--- src/rtl/gtimer_pkg.sv ---
// Package: register map, field layout, modes and carriers of the general timer
package gtimer_pkg;

	// ****************************************************************
	// Register offsets (byte addresses on the APB)
	// ****************************************************************
	localparam logic [7:0] CTRL_OFFSET = 8'h00;
	localparam logic [7:0] MODE_OFFSET = 8'h04;
	localparam logic [7:0] TIMER_OFFSET = 8'h08;
	localparam logic [7:0] STATUS_OFFSET = 8'h0c;
	localparam logic [7:0] COUNT_OFFSET = 8'h10;

	// ****************************************************************
	// Field positions
	// ****************************************************************
	localparam int CTRL_START_BIT = 0;
	localparam int MODE_SEL_LSB = 0;
	localparam int MODE_SRC_LSB = 2;
	localparam int MODE_EVT_LSB = 4;
	localparam int MODE_MEAS_LSB = 6;
	localparam int STATUS_IRQ_BIT = 0;
	localparam int STATUS_OVF_BIT = 1;
	localparam int STATUS_VALID_BIT = 2;

	// ****************************************************************
	// Reset values
	// ****************************************************************
	localparam logic [15:0] TIMER_RESET = 16'h0000;
	localparam logic [7:0] MODE_RESET = 8'h00;
	localparam logic OVF_RESET = 1'b1;

	// ****************************************************************
	// Timing counts
	// ****************************************************************
	localparam int DIV_EIGHT = 8;
	localparam int DIV_THIRTYTWO = 32;
	localparam logic [4:0] PRESCALE_MAX = 5'h1f;

	typedef enum logic [1:0] {
		MODE_TIMER,
		MODE_EVENT,
		MODE_MEASURE,
		MODE_RSVD
	} op_mode_t;

	typedef enum logic [1:0] {
		SRC_DIV_ONE,
		SRC_DIV_EIGHT,
		SRC_DIV_THIRTYTWO,
		SRC_SEC_DIV_THIRTYTWO
	} src_sel_t;

	typedef enum logic [1:0] {
		EVT_FALL,
		EVT_RISE,
		EVT_BOTH,
		EVT_NEIGHBOUR
	} evt_sel_t;

	typedef enum logic [1:0] {
		MEAS_PERIOD_FALL,
		MEAS_PERIOD_RISE,
		MEAS_WIDTH,
		MEAS_RSVD
	} meas_sel_t;

	typedef struct packed {
		meas_sel_t meas;
		evt_sel_t evt;
		src_sel_t src;
		op_mode_t mode;
	} mode_reg_t;

	typedef struct packed {
		logic psel;
		logic penable;
		logic pwrite;
		logic [7:0] paddr;
		logic [31:0] pwdata;
	} apb_req_t;

endpackage

--- src/rtl/edge_sampler.sv ---
// Edge sampler: registers a pin and reports its rising and falling edges
`timescale 1ns/10ps
module edge_sampler (
	input wire logic clk_i,
	input wire logic reset_n_i,
	input wire logic level_i,
	output logic rise_o,
	output logic fall_o
);
	logic last_q;

	always_ff @(posedge clk_i) begin
		if (!reset_n_i) begin
			last_q <= 1'b0;
			rise_o <= 1'b0;
			fall_o <= 1'b0;
		end else begin
			last_q <= level_i;
			rise_o <= level_i & ~last_q;
			fall_o <= ~level_i & last_q;
		end
	end
endmodule // edge_sampler

--- src/rtl/general_timer_with_pulse_measure.sv ---
// General 16-bit timer with event counting and pulse measurement, APB slave
// Functional notes
// - One 16-bit counter in timer, event counter or measurement mode.
// - Internal source is main clock divided by 1, 8 or 32.
// - Fourth internal source is secondary clock divided by 32.
// - Timer and event modes divide by loaded value plus one, then interrupt.
// - Timer register reads return live count; access as one 16-bit transfer.
// - Measurement read undefined until second edge, then latest result.
// - Write while running updates only the reload register.
// - Write while stopped loads both reload register and counter.
// - Timer register writes ignored in measurement modes.
// - Timer mode decrements once per enabled internal source pulse.
// - Timer mode underflow reloads, continues and sets interrupt request.
// - Clearing start freezes counter in timer and event modes.
// - Event source: falling, rising, both edges or neighbour overflow.
// - Event mode decrements per event; underflow reloads and requests.
// - Measurement: fall-to-fall period, rise-to-rise period, or width.
// - First edge after start clears counter, no interrupt request.
// - Later edges copy counter to reload, request, then clear counter.
// - Request on edge or overflow; overflow flag tells them apart.
// - Mode write while started clears overflow flag; software cannot set it.
// - Counter undefined at measure start; overflow may set at once.
// - Width mode measures high and low widths alternately.
// - Reset sets the overflow flag.
// - Changing measurement selection after start sets interrupt request.
`timescale 1ns/10ps
module general_timer_with_pulse_measure
	import gtimer_pkg::*;
(
	input wire logic clk_i,
	input wire logic reset_n_i,
	input wire logic psel,
	input wire logic penable,
	input wire logic pwrite,
	input wire logic [7:0] paddr,
	input wire logic [31:0] pwdata,
	output logic [31:0] prdata,
	output logic pready,
	output logic pslverr,
	input wire logic secondary_clock_div_thirtytwo_i,
	input wire logic event_input_pin_i,
	input wire logic neighbour_timer_overflow_i,
	output logic irq_request_o
);

	// ****************************************************************
	// State
	// ****************************************************************
	typedef struct packed {
		logic start;
		mode_reg_t mode;
		logic [15:0] reload;
		logic [15:0] count;
		logic irq;
		logic ovf;
		logic [1:0] edges_seen;
		logic [4:0] prescale;
		logic [31:0] rdata;
		logic ready;
		logic slverr;
	} state_t;

	state_t state_q;
	state_t state_d;
	apb_req_t req;
	logic pin_rise;
	logic pin_fall;
	logic sec_rise;
	logic sec_fall;
	logic [4:0] sec_div_q;
	logic [4:0] sec_div_d;
	logic src_tick;
	logic evt_tick;
	logic meas_edge;
	logic access;

	assign req = '{psel: psel, penable: penable, pwrite: pwrite, paddr: paddr, pwdata: pwdata};
	assign access = req.psel & req.penable & ~state_q.ready;

	edge_sampler pin_sampler (
		.clk_i(clk_i),
		.reset_n_i(reset_n_i),
		.level_i(event_input_pin_i),
		.rise_o(pin_rise),
		.fall_o(pin_fall)
	);

	edge_sampler sec_sampler (
		.clk_i(clk_i),
		.reset_n_i(reset_n_i),
		.level_i(secondary_clock_div_thirtytwo_i),
		.rise_o(sec_rise),
		.fall_o(sec_fall)
	);

	// ****************************************************************
	// Decoding
	// ****************************************************************
	function automatic logic addr_is(input logic [7:0] a, input logic [7:0] off);
		addr_is = (a == off);
	endfunction

	function automatic logic meas_hit(input meas_sel_t m, input logic r, input logic f);
		case (m)
			MEAS_PERIOD_FALL: meas_hit = f;
			MEAS_PERIOD_RISE: meas_hit = r;
			MEAS_WIDTH: meas_hit = r | f;
			default: meas_hit = 1'b0;
		endcase
	endfunction

	// Secondary clock pulses, divided by 32 in the clock domain of the core
	always_comb begin
		sec_div_d = sec_div_q;
		if (sec_rise) begin
			sec_div_d = sec_div_q + 5'h01;
		end
	end

	always_ff @(posedge clk_i) begin
		if (!reset_n_i) begin
			sec_div_q <= 5'h00;
		end else begin
			sec_div_q <= sec_div_d;
		end
	end

	// Internal count source select
	always_comb begin
		case (state_q.mode.src)
			SRC_DIV_ONE: src_tick = 1'b1;
			SRC_DIV_EIGHT: src_tick = (state_q.prescale[2:0] == 3'h7);
			SRC_DIV_THIRTYTWO: src_tick = (state_q.prescale == PRESCALE_MAX);
			SRC_SEC_DIV_THIRTYTWO: src_tick = sec_rise & (sec_div_q == PRESCALE_MAX);
			default: src_tick = 1'b0;
		endcase
	end

	// Event source select
	always_comb begin
		case (state_q.mode.evt)
			EVT_FALL: evt_tick = pin_fall;
			EVT_RISE: evt_tick = pin_rise;
			EVT_BOTH: evt_tick = pin_rise | pin_fall;
			EVT_NEIGHBOUR: evt_tick = neighbour_timer_overflow_i;
			default: evt_tick = 1'b0;
		endcase
	end

	assign meas_edge = meas_hit(state_q.mode.meas, pin_rise, pin_fall);

	// ****************************************************************
	// Next state
	// ****************************************************************
	always_comb begin
		logic set_irq;
		logic tick;
		logic [15:0] wdata;
		mode_reg_t new_mode;
		set_irq = 1'b0;
		tick = 1'b0;
		wdata = req.pwdata[15:0];
		new_mode = mode_reg_t'(req.pwdata[7:0]);
		state_d = state_q;
		state_d.ready = 1'b0;
		state_d.slverr = 1'b0;
		state_d.prescale = state_q.prescale + 5'h01;
		if (state_q.mode.mode == MODE_EVENT) begin
			tick = evt_tick;
		end else begin
			tick = src_tick;
		end

		// Counting engine
		if (state_q.start) begin
			case (state_q.mode.mode)
				MODE_TIMER, MODE_EVENT: begin
					if (tick) begin
						if (state_q.count == 16'h0000) begin
							// Divide by reload plus one
							state_d.count = state_q.reload;
							set_irq = 1'b1;
						end else begin
							state_d.count = state_q.count - 16'h0001;
						end
					end
				end
				MODE_MEASURE: begin
					if (meas_edge) begin
						state_d.count = 16'h0000;
						state_d.reload = state_q.count;
						if (state_q.edges_seen != 2'h0) begin
							set_irq = 1'b1;
						end
						if (state_q.edges_seen != 2'h2) begin
							state_d.edges_seen = state_q.edges_seen + 2'h1;
						end
					end else if (tick) begin
						state_d.count = state_q.count + 16'h0001;
						if (state_q.count == 16'hffff) begin
							// Counter starts undefined so this may fire early
							state_d.ovf = 1'b1;
							set_irq = 1'b1;
						end
					end
				end
				default: begin
					state_d.count = state_q.count;
				end
			endcase
		end
		// When start is low the counter simply holds

		// Register access
		state_d.rdata = 32'h0000_0000;
		if (access) begin
			state_d.ready = 1'b1;
			if (req.pwrite) begin
				if (addr_is(req.paddr, CTRL_OFFSET)) begin
					state_d.start = req.pwdata[CTRL_START_BIT];
					if (req.pwdata[CTRL_START_BIT] & ~state_q.start) begin
						state_d.edges_seen = 2'h0;
					end
				end else if (addr_is(req.paddr, MODE_OFFSET)) begin
					state_d.mode = new_mode;
					if (state_q.start) begin
						state_d.ovf = 1'b0;
						if (new_mode.meas != state_q.mode.meas) begin
							set_irq = 1'b1;
						end
					end
				end else if (addr_is(req.paddr, TIMER_OFFSET)) begin
					if (state_q.mode.mode != MODE_MEASURE) begin
						state_d.reload = wdata;
						if (!state_q.start) begin
							state_d.count = wdata;
						end
					end
				end else if (addr_is(req.paddr, STATUS_OFFSET)) begin
					// Writing zero clears; ones do nothing
					if (!req.pwdata[STATUS_IRQ_BIT]) begin
						state_d.irq = 1'b0;
					end
				end else if (!addr_is(req.paddr, COUNT_OFFSET)) begin
					state_d.slverr = 1'b1;
				end
			end else begin
				if (addr_is(req.paddr, CTRL_OFFSET)) begin
					state_d.rdata[CTRL_START_BIT] = state_q.start;
				end else if (addr_is(req.paddr, MODE_OFFSET)) begin
					state_d.rdata[7:0] = state_q.mode;
				end else if (addr_is(req.paddr, TIMER_OFFSET)) begin
					if (state_q.mode.mode == MODE_MEASURE) begin
						state_d.rdata[15:0] = state_q.reload;
					end else begin
						state_d.rdata[15:0] = state_q.count;
					end
				end else if (addr_is(req.paddr, STATUS_OFFSET)) begin
					state_d.rdata[STATUS_IRQ_BIT] = state_q.irq;
					state_d.rdata[STATUS_OVF_BIT] = state_q.ovf;
					state_d.rdata[STATUS_VALID_BIT] = (state_q.edges_seen == 2'h2);
				end else if (addr_is(req.paddr, COUNT_OFFSET)) begin
					state_d.rdata[15:0] = state_q.count;
				end else begin
					state_d.slverr = 1'b1;
				end
			end
		end

		// Hardware set wins over a software clear in the same cycle
		if (set_irq) begin
			state_d.irq = 1'b1;
		end
	end

	// ****************************************************************
	// Registers
	// ****************************************************************
	always_ff @(posedge clk_i) begin
		if (!reset_n_i) begin
			state_q <= '0;
			state_q.mode <= mode_reg_t'(MODE_RESET);
			state_q.reload <= TIMER_RESET;
			state_q.count <= TIMER_RESET;
			state_q.ovf <= OVF_RESET;
		end else begin
			state_q <= state_d;
		end
	end

	assign prdata = state_q.rdata;
	assign pready = state_q.ready;
	assign pslverr = state_q.slverr;
	assign irq_request_o = state_q.irq;

endmodule // general_timer_with_pulse_measure

--- config.mk ---
export PLATFORM = sky130hd
export DESIGN_NAME = general_timer_with_pulse_measure
export DESIGN_NICKNAME = d
export VERILOG_FILES = /design/src/rtl/gtimer_pkg.sv /design/src/rtl/edge_sampler.sv /design/src/rtl/general_timer_with_pulse_measure.sv
export SDC_FILE = /design/constraint.sdc
export NUM_CORES = 1
export LEC_CHECK = 0
export BUFFER_PORTS_ARGS = -buffer_cell sky130_fd_sc_hd__buf_2
export CAP_MARGIN = 0
export CORE_UTILIZATION = 55
export DETAILED_ROUTE_END_ITERATION = 8
export HOLD_SLACK_MARGIN = 0.1
export PLACE_DENSITY = 0.85
export SLEW_MARGIN = 25
export SYNTH_ARGS = -nofsm -noshare
export SYNTH_HDL_FRONTEND = slang
export SYNTH_HIERARCHICAL = 1
export SYNTH_SLANG_ARGS = --single-unit
--- constraint.sdc ---
create_clock -name clk_i -period 4.1 [get_ports clk_i]
set_input_delay 0.41 -clock clk_i [delete_from_list [all_inputs] [get_ports clk_i]]
set_output_delay 0.41 -clock clk_i [all_outputs]
set_load 0.03 [all_outputs]
Yosys cells after proc, flatten, opt, wreduce, memory -nomap -nowiden
Index checks and enable logic that the tools add are counted.
{"block": "classes", "reduce_logical": 18, "eq_ne": 26, "muxes": 61, "n_bitwise": 16, "addsub": 5}
{"cell": "$mux 16", "n": 10}
{"cell": "$mux 32", "n": 3}
{"cell": "$mux 36", "n": 2}
{"cell": "$mux 34", "n": 1}
{"cell": "$mux 33", "n": 1}
{"cell": "$pmux 16 s2", "n": 1}
{"cell": "$mux 1", "n": 29}
{"cell": "$add 16x1->16 const B", "n": 1}
{"cell": "$eq 16x16->1 const B", "n": 1}
{"cell": "$eq 8x4->1 const B", "n": 2}
{"cell": "$logic_not 16->1", "n": 1}
{"cell": "$sub 16x1->16 const B", "n": 1}
{"cell": "$eq 2x2->1 const B", "n": 7}
{"cell": "$mux 13", "n": 1}
{"cell": "$add 5x1->5 const B", "n": 2}
{"cell": "$eq 5x5->1 const B", "n": 2}
{"cell": "$mux 2", "n": 5}
{"cell": "$mux 3", "n": 3}
{"cell": "$eq 2x1->1 const B", "n": 4}
{"cell": "$eq 8x3->1 const B", "n": 1}
{"cell": "$eq 8x5->1 const B", "n": 1}
{"cell": "$logic_not 2->1", "n": 4}
{"cell": "$logic_not 8->1", "n": 1}
{"cell": "$mux 8", "n": 1}
{"cell": "other kinds (20)", "n": 41}
{"block": "totals", "word_cells": 149, "inputBits": 48, "regBits": 94}

Logic depth before layout (Yosys ltp)
{"block": "logic_depth", "ltp_word": 16, "mapped_depth": 11, "depth_no_buf": 9}

By module
Netlist, hierarchy kept.
{"module": "general_timer_with_pulse_measure", "seq_area_each_um2": 1461.4, "instances": 1, "area_each_um2": 4852.2, "cells_each": 615}
{"module": "edge_sampler", "seq_area_each_um2": 60.1, "instances": 2, "area_each_um2": 85.1, "cells_each": 6}

Worst setup path before layout
No wires, ideal clock.
{"block": "synth_timing", "kind": "register -> register", "from": "register state_q[43] (netlist bit)", "to": "register state_q[57] (netlist bit)", "synth_period_minus_slack_ns": 2.286, "setup_ns": 0.137, "path_stages_with_launch": 10, "n_path_buf": 1, "setup_slack_ns": 1.814, "arrival_time_ns": 2.148, "required_ns": 3.963, "cell_sequence": "dfxtp_1 -> clkbuf_1 -> inv_1 -> ha_1 -> nor4b_2 -> nand2_2 -> or3_1 -> nor4_2 -> mux2i_1 -> a31oi_1"}
{"block": "synth_via", "elab_chain_len": 12, "word_cells_on_any_way": 16, "cone_classes": "2 x add/sub; 13 x mux; 1 x reduce/logical"}
{"item": "start, declared", "line": "general_timer_with_pulse_measure.sv:63", "rtl": "state_t state_q;"}
{"item": "start signal, assigned", "line": "general_timer_with_pulse_measure.sv:287", "rtl": "state_q <= state_d;"}
{"item": "$add 16x1->16, or another cell as far along", "line": "general_timer_with_pulse_measure.sv:199", "rtl": "state_d.count = state_q.count + 16'h0001;"}
{"item": "$mux 16 (on tied branches)", "line": "general_timer_with_pulse_measure.sv:198, general_timer_with_pulse_measure.sv:179"}
{"item": "$mux 16 (on tied branches)", "line": "general_timer_with_pulse_measure.sv:189, general_timer_with_pulse_measure.sv:178"}
{"item": "$pmux 16 s2 (*)", "line": "general_timer_with_pulse_measure.sv:176", "rtl": "case (state_q.mode.mode)"}
{"item": "$mux 32 (*)", "line": "general_timer_with_pulse_measure.sv:175", "rtl": "if (state_q.start) begin"}
{"item": "$mux 16", "line": "general_timer_with_pulse_measure.sv:235", "rtl": "if (!state_q.start) begin"}
{"item": "$mux 32", "line": "general_timer_with_pulse_measure.sv:233", "rtl": "if (state_q.mode.mode != MODE_MEASURE) begin"}
{"item": "$mux 32", "line": "general_timer_with_pulse_measure.sv:232", "rtl": "end else if (addr_is(req.paddr, TIMER_OFFSET)) begin"}
{"item": "$mux 33", "line": "general_timer_with_pulse_measure.sv:224", "rtl": "end else if (addr_is(req.paddr, MODE_OFFSET)) begin"}
{"item": "$mux 34", "line": "general_timer_with_pulse_measure.sv:219", "rtl": "if (addr_is(req.paddr, CTRL_OFFSET)) begin"}
{"item": "$mux 36", "line": "general_timer_with_pulse_measure.sv:218", "rtl": "if (req.pwrite) begin"}
{"item": "$mux 36 (*)", "line": "general_timer_with_pulse_measure.sv:216", "rtl": "if (access) begin"}
Mark *: on every way between the ends. The rest lies on a longest branch, timed or not. The select of a mux whose other input is x is not followed.
A chain may end at the register's enable or synchronous reset.

Worst setup path in the final report
{"block": "layout_timing", "from": "register state_q[34] (netlist bit)", "to": "register state_q[49] (netlist bit)"}
{"block": "layout_via", "elab_chain_len": 14, "word_cells_on_any_way": 16, "cone_classes": "2 x eq/ne; 14 x mux"}
{"item": "$eq 5x5->1 or $eq 3x3->1 (tied branches)", "line": "general_timer_with_pulse_measure.sv:133, general_timer_with_pulse_measure.sv:132"}
{"item": "$pmux 1 s4 (*)", "line": "general_timer_with_pulse_measure.sv:130", "rtl": "case (state_q.mode.src)"}
{"item": "$mux 1 (*)", "line": "general_timer_with_pulse_measure.sv:168", "rtl": "if (state_q.mode.mode == MODE_EVENT) begin"}
{"item": "$mux 16", "line": "general_timer_with_pulse_measure.sv:198", "rtl": "end else if (tick) begin"}
{"item": "$mux 16", "line": "general_timer_with_pulse_measure.sv:189", "rtl": "if (meas_edge) begin"}
{"item": "$pmux 16 s2 (*)", "line": "general_timer_with_pulse_measure.sv:176"}
{"item": "$mux 32 (*)", "line": "general_timer_with_pulse_measure.sv:175"}
{"item": "$mux 16", "line": "general_timer_with_pulse_measure.sv:235"}
{"item": "$mux 32", "line": "general_timer_with_pulse_measure.sv:233"}
{"item": "$mux 32", "line": "general_timer_with_pulse_measure.sv:232"}
{"item": "$mux 33", "line": "general_timer_with_pulse_measure.sv:224"}
{"item": "$mux 34", "line": "general_timer_with_pulse_measure.sv:219"}
{"item": "$mux 36", "line": "general_timer_with_pulse_measure.sv:218"}
{"item": "$mux 36 (*)", "line": "general_timer_with_pulse_measure.sv:216"}
Marked as above.

==> impl_metrics.py <==
metrics = {
    "routing": {
        "first_pass_iters": 6,
        "antenna_left": 0,
        "routedWlPerCell_um": 18.7,
        "drt_iter0_drc": 473,
        "drt-vias-per-instance": 6.45,
        "via_count": 4750,
        "wirelength_um": 13800,
        "drcViolationCount": 0,
    },
    "final_layout": {
        "layout-drive-gt1-share_pct": 14.5,
        "postLayoutCellArea_um2": 5260,
        "final_cell_mix": "78 x dfxtp_1, 62 x nand2_1, 51 x nor2_1, 50 x buf_2",
        "syn_to_final_growth_pct": 5.29,
        "fin_nets": 682,
        "n_antenna_cell": 0,
        "final_common_cell": "dfxtp_1",
    },
    "global_routing": {
        "grt_pass1_wl_um": 22200,
        "grt_start_max_net_pins": 60,
        "grt_busiest_layer": "met2",
        "use_met2_pct": 47.4,
        "met1_usage_pct": 36.4,
        "gr-total-overflow": 0,
        "grt_pass1_vias": 4573,
        "grt_antenna_before_repair": 0,
        "grt_use_total_pct": 29.2,
        "use_met3_pct": 7.55,
    },
    "cts": {
        "cts_resized": 0,
        "cts_tree": "yes",
        "clock_sinks": 78,
        "cts_root_buf": "clkbuf_8",
        "cts_buffers": 9,
        "clockBufferDepth": 2,
        "post-cts-setup-buffers": 0,
        "clkTransAtPathRegs_ps": 90,
        "htreeDepth": 3,
        "hold_buffers": 0,
        "clock_latency_ps": 360,
    },
    "setup_path": {
        "r2r-end": "state_q[49]$_SDFF_PN0_",
        "critPathKind": "reg -> reg",
        "startpoint": "state_q[34]$_SDFF_PN0_",
        "reg2reg_setup_slack_ps": 1140,
        "worstPathMaxFanout": 17,
        "reg2reg_depth": 8,
        "cp_data_arrival_time_ps": 3210,
        "required_ps": 4340,
        "timing.rr.start": "state_q[34]$_SDFF_PN0_",
        "crit_path_start_kind": "flop",
        "endpoint_kind": "flop",
        "crit_end": "state_q[49]$_SDFF_PN0_",
    },
    "timing": {
        "max_slew_margin_pct": 31.7,
        "period_needed_ps": 2960,
        "fin_tns_setup_ps": 0,
        "slew_violations": 0,
        "fmax_ghz": 0.338,
        "period_share_pct": 72.2,
        "tightest_slew_ps": 1020,
        "rsz0062_at_grt": "no",
        "setup_viol": 0,
        "fin_skew_ps": 9.47,
        "hold_viol_final": 0,
    },
    "min_path": {
        "hp-class": "in -> reg",
        "hold_path_depth": 2,
    },
    "power": {
        "switching_share_pct": 25.6,
        "vdd_drop_max_uv": 277,
        "power_leakage_nw": 2.45,
        "pwr-share-comb_pct": 6.0,
        "report.power.total_w": 0.00147,
        "p_sw_w": 0.000376,
        "power_frac_seq_pct": 52.4,
        "powerDensity_nw_per_um2": 279,
        "pwr-share-clk_pct": 41.6,
        "p_int_w": 0.00109,
    },
    "yosys": {
        "syn_inst": 625,
        "syn-mean-instance-area_um2": 7.99,
        "post_synth_instance_area_um2": 4990,
        "ys_warn_count": 6,
    },
    "floorplanning": {
        "boundaryPins": 83,
        "coreArea_um2": 8760,
        "fp.dieArea_um2": 9460,
        "core.rowCount": 34,
        "die_h_um": 97.3,
        "die_w_um": 97.3,
        "start_util_pct": 57.0,
    },
    "job": {
        "drv_cap": 0,
    },
    "placement": {
        "dpl.hpwl_um": 9460,
        "place_congestion": 0.934,
        "placed_area_um2": 5050,
        "port_buffers": 50,
    },
    "status": {
        "status": "finished clean",
    },
}
-- how the worst min path moves through the flow --
stage,startpoint,end,slack [ps]
finish,pwrite,prdata[0]$_SDFF_PP0_,250
global route,pwrite,prdata[0]$_SDFF_PP0_,250
CTS,pwrite,prdata[0]$_SDFF_PP0_,250
detailed placement,state_q[34]$_SDFF_PN0_,state_q[34]$_SDFF_PN0_,460
global placement,state_q[34]$_SDFF_PN0_,state_q[34]$_SDFF_PN0_,430
floorplan,state_q[34]$_SDFF_PN0_,state_q[34]$_SDFF_PN0_,420
-- metal layers --
metal,up-vias,wire length [um]
li1,2204,-
met1,2219,5480
met2,276,6550
met3,51,1330
met4,0,448
met5,-,0
-- critical path, cell delays in order (launching register included) --
cell       delay, ps
dfxtp_1          370
ha_1             170
ha_1             150
nor2b_1           40
o2111ai_1        800
o21a_1           680
nand2_1          200
a311oi_1         330
a21oi_1          100
-- registers in the layout, summed over array words and instances (netlist names) --
name,count
irq_request_o,1
pin_sampler/fall_o,1
pin_sampler/last_q,1
pin_sampler/rise_o,1
prdata,16
pready,1
pslverr,1
sec_div_q,5
sec_sampler/last_q,1
sec_sampler/rise_o,1
state_q,49
-- cell type report --
class                           count  area, um^2
Clock buffer                       10         138
Clock inverter                      6        68.8
Fill cell                         784        3510
Inverter                           16        60.1
Multi-Input combinational cell    459        2960
Sequential cell                    78        1560
Tap cell                          108         135
Timing Repair Buffer               60         338
-- stage by stage --
stage                     hold WS [ps]  instances  utilization [%]  setup WS [ps]
after floorplan                    421        640                -           1810
after global placement             432        721             57.6           1260
after detailed placement           456        721             57.6           1210
after CTS                          246        737             60.0           1190
after global routing               251        737             60.0            939
final                              252        737             60.0           1140
-- power groups by stage --
stage | sequential, W | clock, W | combinational, W
2_1_floorplan | 0.000787 | 0 | 0.0000672
3_3_place_gp | 0.000787 | 0 | 0.0000838
3_5_place_dp | 0.000788 | 0 | 0.0000862
4_1_cts | 0.000770 | 0.000616 | 0.0000867
5_1_grt | 0.000771 | 0.000649 | 0.0000945
6_report | 0.000770 | 0.000611 | 0.0000879
No activity file was read; power rests on OpenSTA's default activity.
